### config.mk
export PLATFORM = sky130hd
export DESIGN_NAME = itc_top
export DESIGN_NICKNAME = d
export VERILOG_FILES = /design/src/itc_pkg.sv /design/src/itc_decode.sv /design/src/itc_stop_ctl.sv /design/src/itc_top.sv
export SDC_FILE = /design/constraint.sdc
export NUM_CORES = 1
export LEC_CHECK = 0
export ABC_AREA = 1
export BUFFER_PORTS_ARGS = -buffer_cell sky130_fd_sc_hd__buf_2
export CORE_MARGIN = 10
export CORE_UTILIZATION = 30
export CTS_BUF_LIST = sky130_fd_sc_hd__clkbuf_8
export DETAILED_ROUTE_END_ITERATION = 7
export PLACE_DENSITY = 0.56
export SLEW_MARGIN = 10
export SYNTH_ARGS = -nofsm -noshare
export SYNTH_HDL_FRONTEND = slang
export SYNTH_SLANG_ARGS = --single-unit
### constraint.sdc
create_clock -name aclk -period 2.27 [get_ports aclk]
set_clock_uncertainty 0.2 [all_clocks]
set_input_delay 0.3405 -clock aclk [delete_from_list [all_inputs] [get_ports aclk]]
set_output_delay 0.3405 -clock aclk [all_outputs]
set_load 0.02 [all_outputs]
### src/itc_pkg.sv
// Purpose: shared constants and types for the iteration stop config block
// Assumes: one 32-bit config register and one status register reached over AXI4-Lite
// Notes: offsets, field positions and limits are named here only
package itc_pkg;

  // ----------------------------------------------------------------------
  // register map
  // ----------------------------------------------------------------------
  localparam logic [3:0] ITC_ADDR_W = 4'h4;
  localparam logic [3:0] ITC_CFG_OFFS = 4'h0;
  localparam logic [3:0] ITC_STAT_OFFS = 4'h4;
  localparam logic [31:0] ITC_CFG_RESET = 32'h0000_0000;
  // keeps writable bits 31:24, 20:16, 14:8, 5:0
  localparam logic [31:0] ITC_CFG_WMASK = 32'hff1f_7f3f;

  // ----------------------------------------------------------------------
  // field positions
  // ----------------------------------------------------------------------
  localparam int ITC_SNR_LSB = 24;
  localparam int ITC_CEIL_LSB = 16;
  localparam int ITC_SB_LSB = 8;
  localparam int ITC_PRO_LSB = 0;

  // ----------------------------------------------------------------------
  // limits
  // ----------------------------------------------------------------------
  localparam logic [7:0] ITC_SNR_MAX = 8'h64;
  localparam logic [5:0] ITC_CEIL_ZERO_MEANS = 6'h20;
  localparam logic [6:0] ITC_SB_MAX = 7'h51;
  localparam logic [5:0] ITC_PRO_MIN = 6'h04;
  localparam logic [5:0] ITC_PRO_MAX = 6'h30;
  localparam logic [2:0] ITC_PRO_ALIGN_MASK = 3'h7;

  // axi responses
  localparam logic [1:0] ITC_RESP_OKAY = 2'h0;
  localparam logic [1:0] ITC_RESP_SLVERR = 2'h2;

  // fields of the configuration word
  typedef struct packed {
    logic [7:0] snr_threshold;
    logic [2:0] rsv_hi;
    logic [4:0] iteration_ceiling;
    logic rsv_mid;
    logic [6:0] sub_block_count;
    logic [1:0] rsv_lo;
    logic [5:0] prolog_length;
  } itc_cfg_s;

  // values handed to the decoder core
  typedef struct packed {
    logic snr_test_enable;
    logic [7:0] snr_threshold;
    logic [5:0] iteration_limit;
    logic [6:0] sub_block_count;
    logic [5:0] prolog_length;
  } itc_core_s;

endpackage : itc_pkg

### src/itc_decode.sv
// Purpose: turns the stored word into decoder-facing values and checks
// Assumes: pure combinational, same clock domain as its user
// Notes: flags out-of-range settings without altering them
`timescale 1ns/1ps
module itc_decode (
  input wire logic [31:0] cfg_word,
  input wire logic shared_mode,
  output itc_pkg::itc_core_s core,
  output logic [3:0] range_err
);

  itc_pkg::itc_cfg_s f;

  // ----------------------------------------------------------------------
  // field decode and range checks
  // ----------------------------------------------------------------------
  always_comb
  begin
    f = itc_pkg::itc_cfg_s'(cfg_word);
    core.snr_threshold = f.snr_threshold;
    core.snr_test_enable = (f.snr_threshold != 8'h00);
    // zero encodes the top count
    if (f.iteration_ceiling == 5'h00)
      core.iteration_limit = itc_pkg::ITC_CEIL_ZERO_MEANS;
    else
      core.iteration_limit = {1'b0, f.iteration_ceiling};
    // sub-block count only matters in shared mode
    core.sub_block_count = shared_mode ? f.sub_block_count : 7'h00;
    core.prolog_length = f.prolog_length;
    range_err[0] = (f.snr_threshold > itc_pkg::ITC_SNR_MAX);
    range_err[1] = (f.sub_block_count > itc_pkg::ITC_SB_MAX);
    range_err[2] = (f.prolog_length < itc_pkg::ITC_PRO_MIN) ||
                   (f.prolog_length > itc_pkg::ITC_PRO_MAX);
    range_err[3] = shared_mode &&
      ((f.prolog_length[2:0] & itc_pkg::ITC_PRO_ALIGN_MASK) != 3'h0);
  end

endmodule : itc_decode

### src/itc_stop_ctl.sv
// Purpose: per-iteration stop decision of the decoder core
// Assumes: core pulses iter_done once per finished iteration
// Notes: snr compare is strictly greater than
`timescale 1ns/1ps
module itc_stop_ctl (
  input wire logic aclk,
  input wire logic aresetn,
  input wire logic start,
  input wire logic iter_done,
  input wire logic [7:0] snr_meas,
  input itc_pkg::itc_core_s core,
  output logic busy,
  output logic stop,
  output logic by_snr,
  output logic [5:0] iters
);

  typedef enum logic [1:0] {ST_IDLE, ST_RUN} itc_state_e;
  itc_state_e state_q, state_d;
  logic [5:0] cnt_q, cnt_d;
  logic stop_q, stop_d;
  logic snr_q, snr_d;
  logic snr_hit;
  logic cap_hit;

  // ----------------------------------------------------------------------
  // stop evaluation
  // ----------------------------------------------------------------------
  always_comb
  begin
    snr_hit = core.snr_test_enable && (snr_meas > core.snr_threshold);
    cap_hit = ((cnt_q + 6'h01) >= core.iteration_limit);
    state_d = state_q;
    cnt_d = cnt_q;
    stop_d = 1'b0;
    snr_d = snr_q;
    unique case (state_q)
      ST_IDLE:
      begin
        if (start)
        begin
          state_d = ST_RUN;
          cnt_d = 6'h00;
          snr_d = 1'b0;
        end
      end
      ST_RUN:
      begin
        if (iter_done)
        begin
          cnt_d = cnt_q + 6'h01;
          if (snr_hit || cap_hit)
          begin
            stop_d = 1'b1;
            snr_d = snr_hit;
            state_d = ST_IDLE;
          end
        end
      end
    endcase
  end

  // state registers
  always_ff @(posedge aclk)
  begin
    if (!aresetn)
    begin
      state_q <= ST_IDLE;
      cnt_q <= 6'h00;
      stop_q <= 1'b0;
      snr_q <= 1'b0;
    end
    else
    begin
      state_q <= state_d;
      cnt_q <= cnt_d;
      stop_q <= stop_d;
      snr_q <= snr_d;
    end
  end

  assign busy = (state_q == ST_RUN);
  assign stop = stop_q;
  assign by_snr = snr_q;
  assign iters = cnt_q;

endmodule : itc_stop_ctl

### src/itc_top.sv
// Purpose: iteration stop configuration register with AXI4-Lite access
// Assumes: single clock aclk, synchronous active-low reset aresetn
// Notes: one config word, one status word; other addresses SLVERR
//
// The address map and the AXI4-Lite interface to the registers were chosen for this implementation.
`timescale 1ns/1ps

// Notes on behaviour
// - top byte snr threshold stops decoding
// - zero threshold disables snr test; max 100
// - 5-bit iteration ceiling, zero means 32
// - 7-bit sub-block count, shared mode only
// - prolog length 4 to 48 in low bits
// - reserved bits read zero, ignore writes
module itc_top (
  input wire logic aclk,
  input wire logic aresetn,
  input wire logic [3:0] s_axi_awaddr,
  input wire logic s_axi_awvalid,
  output logic s_axi_awready,
  input wire logic [31:0] s_axi_wdata,
  input wire logic [3:0] s_axi_wstrb,
  input wire logic s_axi_wvalid,
  output logic s_axi_wready,
  output logic [1:0] s_axi_bresp,
  output logic s_axi_bvalid,
  input wire logic s_axi_bready,
  input wire logic [3:0] s_axi_araddr,
  input wire logic s_axi_arvalid,
  output logic s_axi_arready,
  output logic [31:0] s_axi_rdata,
  output logic [1:0] s_axi_rresp,
  output logic s_axi_rvalid,
  input wire logic s_axi_rready,
  input wire logic shared_mode,
  input wire logic dec_start,
  input wire logic dec_iter_done,
  input wire logic [7:0] dec_snr_meas,
  output logic dec_stop,
  output logic dec_stop_by_snr,
  output itc_pkg::itc_core_s dec_cfg
);

  // ----------------------------------------------------------------------
  // storage and write channel state
  // ----------------------------------------------------------------------
  logic [31:0] cfg_q, cfg_d;
  logic aw_have_q, aw_have_d;
  logic w_have_q, w_have_d;
  logic [3:0] awaddr_q, awaddr_d;
  logic [31:0] wdata_q, wdata_d;
  logic [3:0] wstrb_q, wstrb_d;
  logic bvalid_q, bvalid_d;
  logic [1:0] bresp_q, bresp_d;
  logic arready_q, arready_d;
  logic rvalid_q, rvalid_d;
  logic [31:0] rdata_q, rdata_d;
  logic [1:0] rresp_q, rresp_d;
  itc_pkg::itc_core_s core_cfg;
  itc_pkg::itc_core_s dec_cfg_q;
  logic [3:0] range_err;
  logic run_busy;
  logic run_stop;
  logic run_by_snr;
  logic [5:0] run_iters;
  logic [31:0] status_word;
  logic [31:0] merged;

  // ----------------------------------------------------------------------
  // field decode and checks
  // ----------------------------------------------------------------------
  itc_decode u_decode (
    .cfg_word(cfg_q),
    .shared_mode(shared_mode),
    .core(core_cfg),
    .range_err(range_err)
  );

  // ----------------------------------------------------------------------
  // iteration run control
  // ----------------------------------------------------------------------
  itc_stop_ctl u_stop (
    .aclk(aclk),
    .aresetn(aresetn),
    .start(dec_start),
    .iter_done(dec_iter_done),
    .snr_meas(dec_snr_meas),
    .core(dec_cfg_q),
    .busy(run_busy),
    .stop(run_stop),
    .by_snr(run_by_snr),
    .iters(run_iters)
  );

  // status: range errors, busy, last stop cause, iteration count
  assign status_word = {16'h0000, 2'h0, run_iters, 2'h0, run_by_snr,
                        run_busy, range_err};

  // ----------------------------------------------------------------------
  // write path: address and data taken in either order
  // ----------------------------------------------------------------------
  always_comb
  begin
    aw_have_d = aw_have_q;
    w_have_d = w_have_q;
    awaddr_d = awaddr_q;
    wdata_d = wdata_q;
    wstrb_d = wstrb_q;
    bvalid_d = bvalid_q;
    bresp_d = bresp_q;
    cfg_d = cfg_q;
    merged = cfg_q;
    if (s_axi_awvalid && !aw_have_q)
    begin
      aw_have_d = 1'b1;
      awaddr_d = s_axi_awaddr;
    end
    if (s_axi_wvalid && !w_have_q)
    begin
      w_have_d = 1'b1;
      wdata_d = s_axi_wdata;
      wstrb_d = s_axi_wstrb;
    end
    if (bvalid_q && s_axi_bready)
      bvalid_d = 1'b0;
    // commit once both halves are held and no response is pending
    if (aw_have_q && w_have_q && !bvalid_q)
    begin
      aw_have_d = 1'b0;
      w_have_d = 1'b0;
      bvalid_d = 1'b1;
      for (int i = 0; i < 4; i++)
        if (wstrb_q[i])
          merged[i*8 +: 8] = wdata_q[i*8 +: 8];
      if (awaddr_q[3:2] == itc_pkg::ITC_CFG_OFFS[3:2])
      begin
        cfg_d = merged & itc_pkg::ITC_CFG_WMASK;
        bresp_d = itc_pkg::ITC_RESP_OKAY;
      end
      else if (awaddr_q[3:2] == itc_pkg::ITC_STAT_OFFS[3:2])
        bresp_d = itc_pkg::ITC_RESP_OKAY; // status is read-only
      else
        bresp_d = itc_pkg::ITC_RESP_SLVERR;
    end
  end

  // ----------------------------------------------------------------------
  // read path: one read outstanding
  // ----------------------------------------------------------------------
  always_comb
  begin
    arready_d = 1'b0;
    rvalid_d = rvalid_q;
    rdata_d = rdata_q;
    rresp_d = rresp_q;
    if (rvalid_q && s_axi_rready)
      rvalid_d = 1'b0;
    if (s_axi_arvalid && !arready_q && !rvalid_q)
    begin
      arready_d = 1'b1;
      rvalid_d = 1'b1;
      rresp_d = itc_pkg::ITC_RESP_OKAY;
      if (s_axi_araddr[3:2] == itc_pkg::ITC_CFG_OFFS[3:2])
        rdata_d = cfg_q & itc_pkg::ITC_CFG_WMASK;
      else if (s_axi_araddr[3:2] == itc_pkg::ITC_STAT_OFFS[3:2])
        rdata_d = status_word;
      else
      begin
        rdata_d = 32'h0000_0000;
        rresp_d = itc_pkg::ITC_RESP_SLVERR;
      end
    end
  end

  // ----------------------------------------------------------------------
  // registers
  // ----------------------------------------------------------------------
  always_ff @(posedge aclk)
  begin
    if (!aresetn)
    begin
      cfg_q <= itc_pkg::ITC_CFG_RESET;
      aw_have_q <= 1'b0;
      w_have_q <= 1'b0;
      awaddr_q <= 4'h0;
      wdata_q <= 32'h0000_0000;
      wstrb_q <= 4'h0;
      bvalid_q <= 1'b0;
      bresp_q <= 2'h0;
      arready_q <= 1'b0;
      rvalid_q <= 1'b0;
      rdata_q <= 32'h0000_0000;
      rresp_q <= 2'h0;
      dec_cfg_q <= '0;
    end
    else
    begin
      cfg_q <= cfg_d;
      aw_have_q <= aw_have_d;
      w_have_q <= w_have_d;
      awaddr_q <= awaddr_d;
      wdata_q <= wdata_d;
      wstrb_q <= wstrb_d;
      bvalid_q <= bvalid_d;
      bresp_q <= bresp_d;
      arready_q <= arready_d;
      rvalid_q <= rvalid_d;
      rdata_q <= rdata_d;
      rresp_q <= rresp_d;
      // registered so the core sees a settled copy
      dec_cfg_q <= core_cfg;
    end
  end

  // ----------------------------------------------------------------------
  // outputs, all from flip-flops
  // ----------------------------------------------------------------------
  assign s_axi_awready = !aw_have_q;
  assign s_axi_wready = !w_have_q;
  assign s_axi_bvalid = bvalid_q;
  assign s_axi_bresp = bresp_q;
  assign s_axi_arready = arready_q;
  assign s_axi_rvalid = rvalid_q;
  assign s_axi_rdata = rdata_q;
  assign s_axi_rresp = rresp_q;
  assign dec_stop = run_stop;
  assign dec_stop_by_snr = run_by_snr;
  assign dec_cfg = dec_cfg_q;

endmodule : itc_top

Word-level counts from Yosys, hierarchy flattened
Cells that the tools add are included.
{"block": "word_totals", "register_bits": 145, "inputBits": 62, "output_inout_bits": 71, "wordCells": 98}
{"block": "classes", "n_addsub": 1, "magnitude_cmp": 6, "eq_ne": 6, "n_mux": 24, "n_bitwise": 1, "n_reduce_logical": 35}
{"cell": "$mux 32", "count": 1}
{"cell": "$mux 6", "count": 3}
{"cell": "$reduce_and 3->1", "count": 6}
{"cell": "$mux 14", "count": 1}
{"cell": "$mux 2", "count": 7}
{"cell": "$pmux 6 s2", "count": 1}
{"cell": "$logic_and 1x1->1", "count": 10}
{"cell": "$mux 1", "count": 9}
{"cell": "$gt 8x7->1 const B", "count": 1}
{"cell": "$gt 8x8->1", "count": 1}
{"cell": "$reduce_bool 8->1", "count": 1}
{"cell": "$gt 7x7->1 const B", "count": 1}
{"cell": "$add 6x1->6 const B", "count": 1}
{"cell": "$eq 2x1->1 const B", "count": 3}
{"cell": "$ge 6x6->1", "count": 1}
{"cell": "$gt 6x6->1 const B", "count": 1}
{"cell": "$logic_not 2->1", "count": 3}
{"cell": "$lt 6x3->1 const B", "count": 1}
{"cell": "$logic_not 1->1", "count": 5}
{"cell": "$logic_not 5->1", "count": 1}
{"cell": "$ne 2x2->1 const B", "count": 2}
{"cell": "$pmux 2 s2", "count": 1}
{"cell": "$reduce_and 2->1", "count": 2}
{"cell": "$reduce_bool 2->1", "count": 2}
{"cell": "6 further kinds", "count": 8}

Logic depth before layout (Yosys ltp)
{"block": "logic_depth", "ltp_word": 6, "mapped_depth": 14, "mapped_depth_nobuf": 14}

Hierarchy
A second synthesis with hierarchy kept.
{"block": "hier_totals", "hier_cells": 783, "area_unflattened_um2": 5584.1}
{"mod": "itc_top", "n_inst": 1, "cells_per_inst": 594, "area_per_inst_um2": 4444.3, "seq_area_each_um2": 2382.3}
{"mod": "itc_stop_ctl", "n_inst": 1, "cells_per_inst": 123, "area_per_inst_um2": 823.3, "seq_area_each_um2": 180.2}
{"mod": "itc_decode", "n_inst": 1, "cells_per_inst": 66, "area_per_inst_um2": 316.6, "seq_area_each_um2": 0.0}

Least setup slack after synthesis
OpenSTA, ideal clock, no wires.
{"block": "synth_path", "path_kind": "register to register", "start": "register u_stop.cnt_q[0], in the netlist u_stop.iters[0]", "end": "register u_stop.snr_q, in the netlist u_stop.by_snr", "setup_ns": 0.113, "arrival_time_ns": 1.601, "required_ns": 1.957, "setup_slack_ns": 0.355, "path_stages_with_launch": 14, "n_path_buf": 0, "synth_period_minus_slack_ns": 1.915, "cell_sequence": "dfxtp_1 -> ha_1 -> nand3_1 -> xor2_1 -> ha_1 -> nand2_1 -> inv_1 -> nand3_1 -> a21oi_1 -> nor2_1 -> nand2_1 -> nand2_1 -> nand2_1 -> nand2_1"}
{"block": "synth_via", "elab_chain_len": 5}
{"item": "from (decl)", "line_no": "itc_stop_ctl.sv:20", "source": "logic [5:0] cnt_q, cnt_d;"}
{"item": "from (signal assigned)", "line_no": "itc_stop_ctl.sv:76", "source": "cnt_q <= cnt_d;"}
{"item": "$add 6x1->6", "line_no": "itc_stop_ctl.sv:32", "source": "cap_hit = ((cnt_q + 6'h01) >= core.iteration_limit);"}
{"item": "$ge 6x6->1", "line_no": "itc_stop_ctl.sv:32"}
{"item": "$logic_or 1x1->1", "line_no": "itc_stop_ctl.sv:52", "source": "if (snr_hit || cap_hit)"}
{"item": "$ne 2x1->1 (no line)"}
{"item": "$reduce_and 3->1 (no line)"}
{"item": "to (signal assigned)", "line_no": "itc_stop_ctl.sv:78", "source": "snr_q <= snr_d;"}
{"item": "to (decl)", "line_no": "itc_stop_ctl.sv:22", "source": "logic snr_q, snr_d;"}
No other way between the ends.
A chain may end at the register's enable or synchronous reset.

Final worst setup path
{"block": "layout_path", "start": "register u_stop.cnt_q[2], in the netlist u_stop.iters[2]", "end": "register u_stop.snr_q, in the netlist u_stop.by_snr"}
Same word-level chain as after synthesis.

==> flow_metrics.env <==
export IMPL_pwr_share_comb_pct=10.1
export IMPL_h_tree_depth=4
export IMPL_synth_xor_area_share_pct=0.706
export IMPL_power_density_mw_per_mm2=759
export IMPL_first_pass_iters=4
export IMPL_fin_crit_sh_pct=90.5
export IMPL_synth_adder_area_share_pct=3.78
export IMPL_clk_pin_slew_ns=0.07
export IMPL_row_count=46
export IMPL_finalInstanceArea_mm2=0.00653
export IMPL_nets=858
export IMPL_tns_ns=0
export IMPL_cts_root_buf="clkbuf_8"
export IMPL_clkLatencyLatePin_ns=0.46
export IMPL_p_clk_share_pct=41.8
export IMPL_startpoint_type="register"
export IMPL_post_place_ws_ns=0.193
export IMPL_synth_edff_count=0
export IMPL_post_route_util_pct=40.7
export IMPL_syn2layout_area_growth_pct=31.6
export IMPL_cts_buffers=17
export IMPL_finalWirelength_um=13800
export IMPL_vias=4330
export IMPL_worstSetupPathType="reg -> reg"
export IMPL_yosysUniqueCellTypes=33
export IMPL_ios=133
export IMPL_p_leak_uw=0.00309
export IMPL_crit_arrival_ns=2.25
export IMPL_route_detailed_drc=0
export IMPL_grt_max_degree=41
export IMPL_p_sw_uw=1330
export IMPL_totalPowerFinal_uw=4960
export IMPL_synth_seq_cells=128
export IMPL_die_area_mm2=0.0221
export IMPL_ant_nets=0
export IMPL_path_max_fanout=5
export IMPL_hold_viol_final=0
export IMPL_crit_required_ns=2.47
export IMPL_cts_path_max_buffers=2
export IMPL_netlist_top_cells_area="dfxtp_1 52%, nor2_1 9.2%, o21ai_0 7.9%"
export IMPL_worstMarginPinSlew_ns=0.972
export IMPL_synth_top_family_by_area="simple AND/OR/NAND/NOR gates"
export IMPL_synth_simple_area_share_pct=18.3
export IMPL_rsz0062_at_grt="false"
export IMPL_antenna_found_initial=1
export IMPL_numPortBuffers=114
export IMPL_syn_area_mm2=0.00496
export IMPL_nFillCells=1700
export IMPL_dp_hpwl_um=10200
export IMPL_vdd_ir_drop_max_mv=0.342
export IMPL_async_reset_ff_share_pct=0
export IMPL_synth_commonest_cells="128 x dfxtp_1, 121 x nor2_1, 78 x o21ai_0, 72 x inv_1, 67 x nand2_1"
export IMPL_synthMuxAreaShare_pct=0
export IMPL_netlist_instances=629
export IMPL_synth_ff_type="dfxtp_1"
export IMPL_cp_end_kind="register"
export IMPL_avgSynthCellArea_um2=7.89
export IMPL_grt_first_pass_wirelength_um=22200
export IMPL_drive_gt1_share_pct=20.9
export IMPL_yosysMostFrequentCell="dfxtp_1"
export IMPL_status="completed"
export IMPL_grt_ovfl_total=0
export IMPL_globalplace_congestion=0.790
export IMPL_dpl_cell_area_mm2=0.00572
export IMPL_swShare_pct=26.8
export IMPL_slew_viol_final=0
export IMPL_yosysSeqAreaShare_pct=51.7
export IMPL_power_frac_seq_pct=48.1
export IMPL_period_minus_slack_ns=2.06
export IMPL_grtUsageTotal_pct=12.7
export IMPL_viasPerCell=4.28
export IMPL_cts_sinks=128
export IMPL_drt_iter0_drc=204
export IMPL_synth_compound_area_share_pct=16.2
export IMPL_fmax_mhz=487
export IMPL_core_mm2=0.0161
export IMPL_grt_pass1_vias=4312
export IMPL_synth_warnings=0
export IMPL_slew_headroom_pct=35.2
export IMPL_p_int_uw=3630
export IMPL_setup_ws_ns=0.215
export IMPL_min_path_type="in -> reg"
export IMPL_initial_core_util_pct=30.9
export IMPL_die_w_um=149
export IMPL_die_h_um=149
export IMPL_cts_tree="built"
export IMPL_netlist_area_leader_share_pct=51.7
export IMPL_synth_top_cell_by_area="dfxtp_1"
export IMPL_setup_viol=0
export IMPL_wl_per_cell_um=13.6
export IMPL_max_cap_violations=0
==> power by group through the flow <==
stage / Clock [µW] / Sequential, µW / Combinational [µW]
6_report: 2070 / 2380 / 500
5_1_grt: 2250 / 2400 / 568
4_1_cts: 2130 / 2380 / 508
3_5_place_dp: 0 / 2440 / 453
3_3_place_gp: 0 / 2430 / 452
2_1_floorplan: 0 / 2460 / 264
==> layer usage <==
metal / share of wire [%] / track usage, % / vias up
met5: 0 / 0 / -
met4: 1.4 / 5.05 / 0
met3: 6.3 / 4.58 / 15
met2: 44 / 19.1 / 116
met1: 48 / 16.2 / 1875
li1: - / - / 2324
==> cell type report <==
cell class,instances,area (µm²),share of cell area (%)
diodes,1,2.50,0.0383
clock buffers,17,234,3.58
clock inverters,15,183,2.80
inverters,75,282,4.31
multi-input cells,397,1970,30.1
flip-flops and latches,128,2560,39.3
well taps,216,270,4.14
repair buffers,162,1030,15.8
==> critical path, cell delays in order (launching register included) <==
cell,delay (ns)
dfxtp_1,0.42
nand3_2,0.13
nor3b_2,0.19
xor2_1,0.20
ha_1,0.27
nand2_1,0.07
inv_1,0.04
o21ai_0,0.06
nand2_1,0.07
nor2_1,0.10
nand2_1,0.07
nand2_1,0.07
nand2_1,0.06
nand2_1,0.05
==> metrics by stage <==
step / hold slack, ns / cells
floorplan: 0.213 / 636
global placement: 0.231 / 939
detailed placement: 0.231 / 939
CTS: 0.0659 / 1010
global route: 0.104 / 1010
finish: 0.0812 / 1011
==> what timing repair did <==
item                       CTS  global route
hold buffers                39             0
gates resized for setup      0             1
setup endpoints to repair    0             2
hold endpoints to repair    39             0
setup buffers                0             0
==> kinds of logic after synthesis <==
logic type,count (synthesis)
xor gates and xnor gates,4
adders and majority gates,15
and+or+nand+nor,220
buffers and inverters,111
other,1
DFF,128
AOI/OAI and AO/OA,150
==> state kept, by name, summed over array words and instances, names as in the netlist <==
signal,count
dec_cfg,28
cfg_q,26
s_axi_rdata,26
wdata_q,26
u_stop.iters,6
wstrb_q,4
awaddr_q,2
aw_have_q,1
s_axi_arready,1
s_axi_bresp,1
s_axi_bvalid,1
s_axi_rresp,1
s_axi_rvalid,1
u_stop.by_snr,1
u_stop.state_q,1
u_stop.stop,1
w_have_q,1
==> path summary, 6_finish.rpt <==
kind	start	end	slack [ns]	cells after the start
setup / recovery	u_stop.iters[2]	u_stop.by_snr	0.21	13
setup reg to reg	u_stop.iters[2]	u_stop.by_snr	0.21	13
hold reg to reg	cfg_q[19]	dec_cfg[16]	0.24	2
hold / removal	dec_iter_done	u_stop.iters[0]	0.08	4
==> layout by cell type, fill, tap and decap left out, types with 9 or more instances in the layout <==
master / synthesis / layout
dfxtp_1: 128 / 127
nand3_1: 21 / 21
inv_1: 72 / 73
dlygate4sd3_1: 0 / 39
nor2_1: 121 / 120
buf_2: 11 / 114
clkbuf_8: 0 / 17
ha_1: 15 / 15
buf_4: 8 / 9
a21oi_1: 51 / 51
nand2_1: 67 / 67
o31ai_1: 14 / 14
o21ai_0: 78 / 78
No activity file was read; power rests on OpenSTA's default activity.
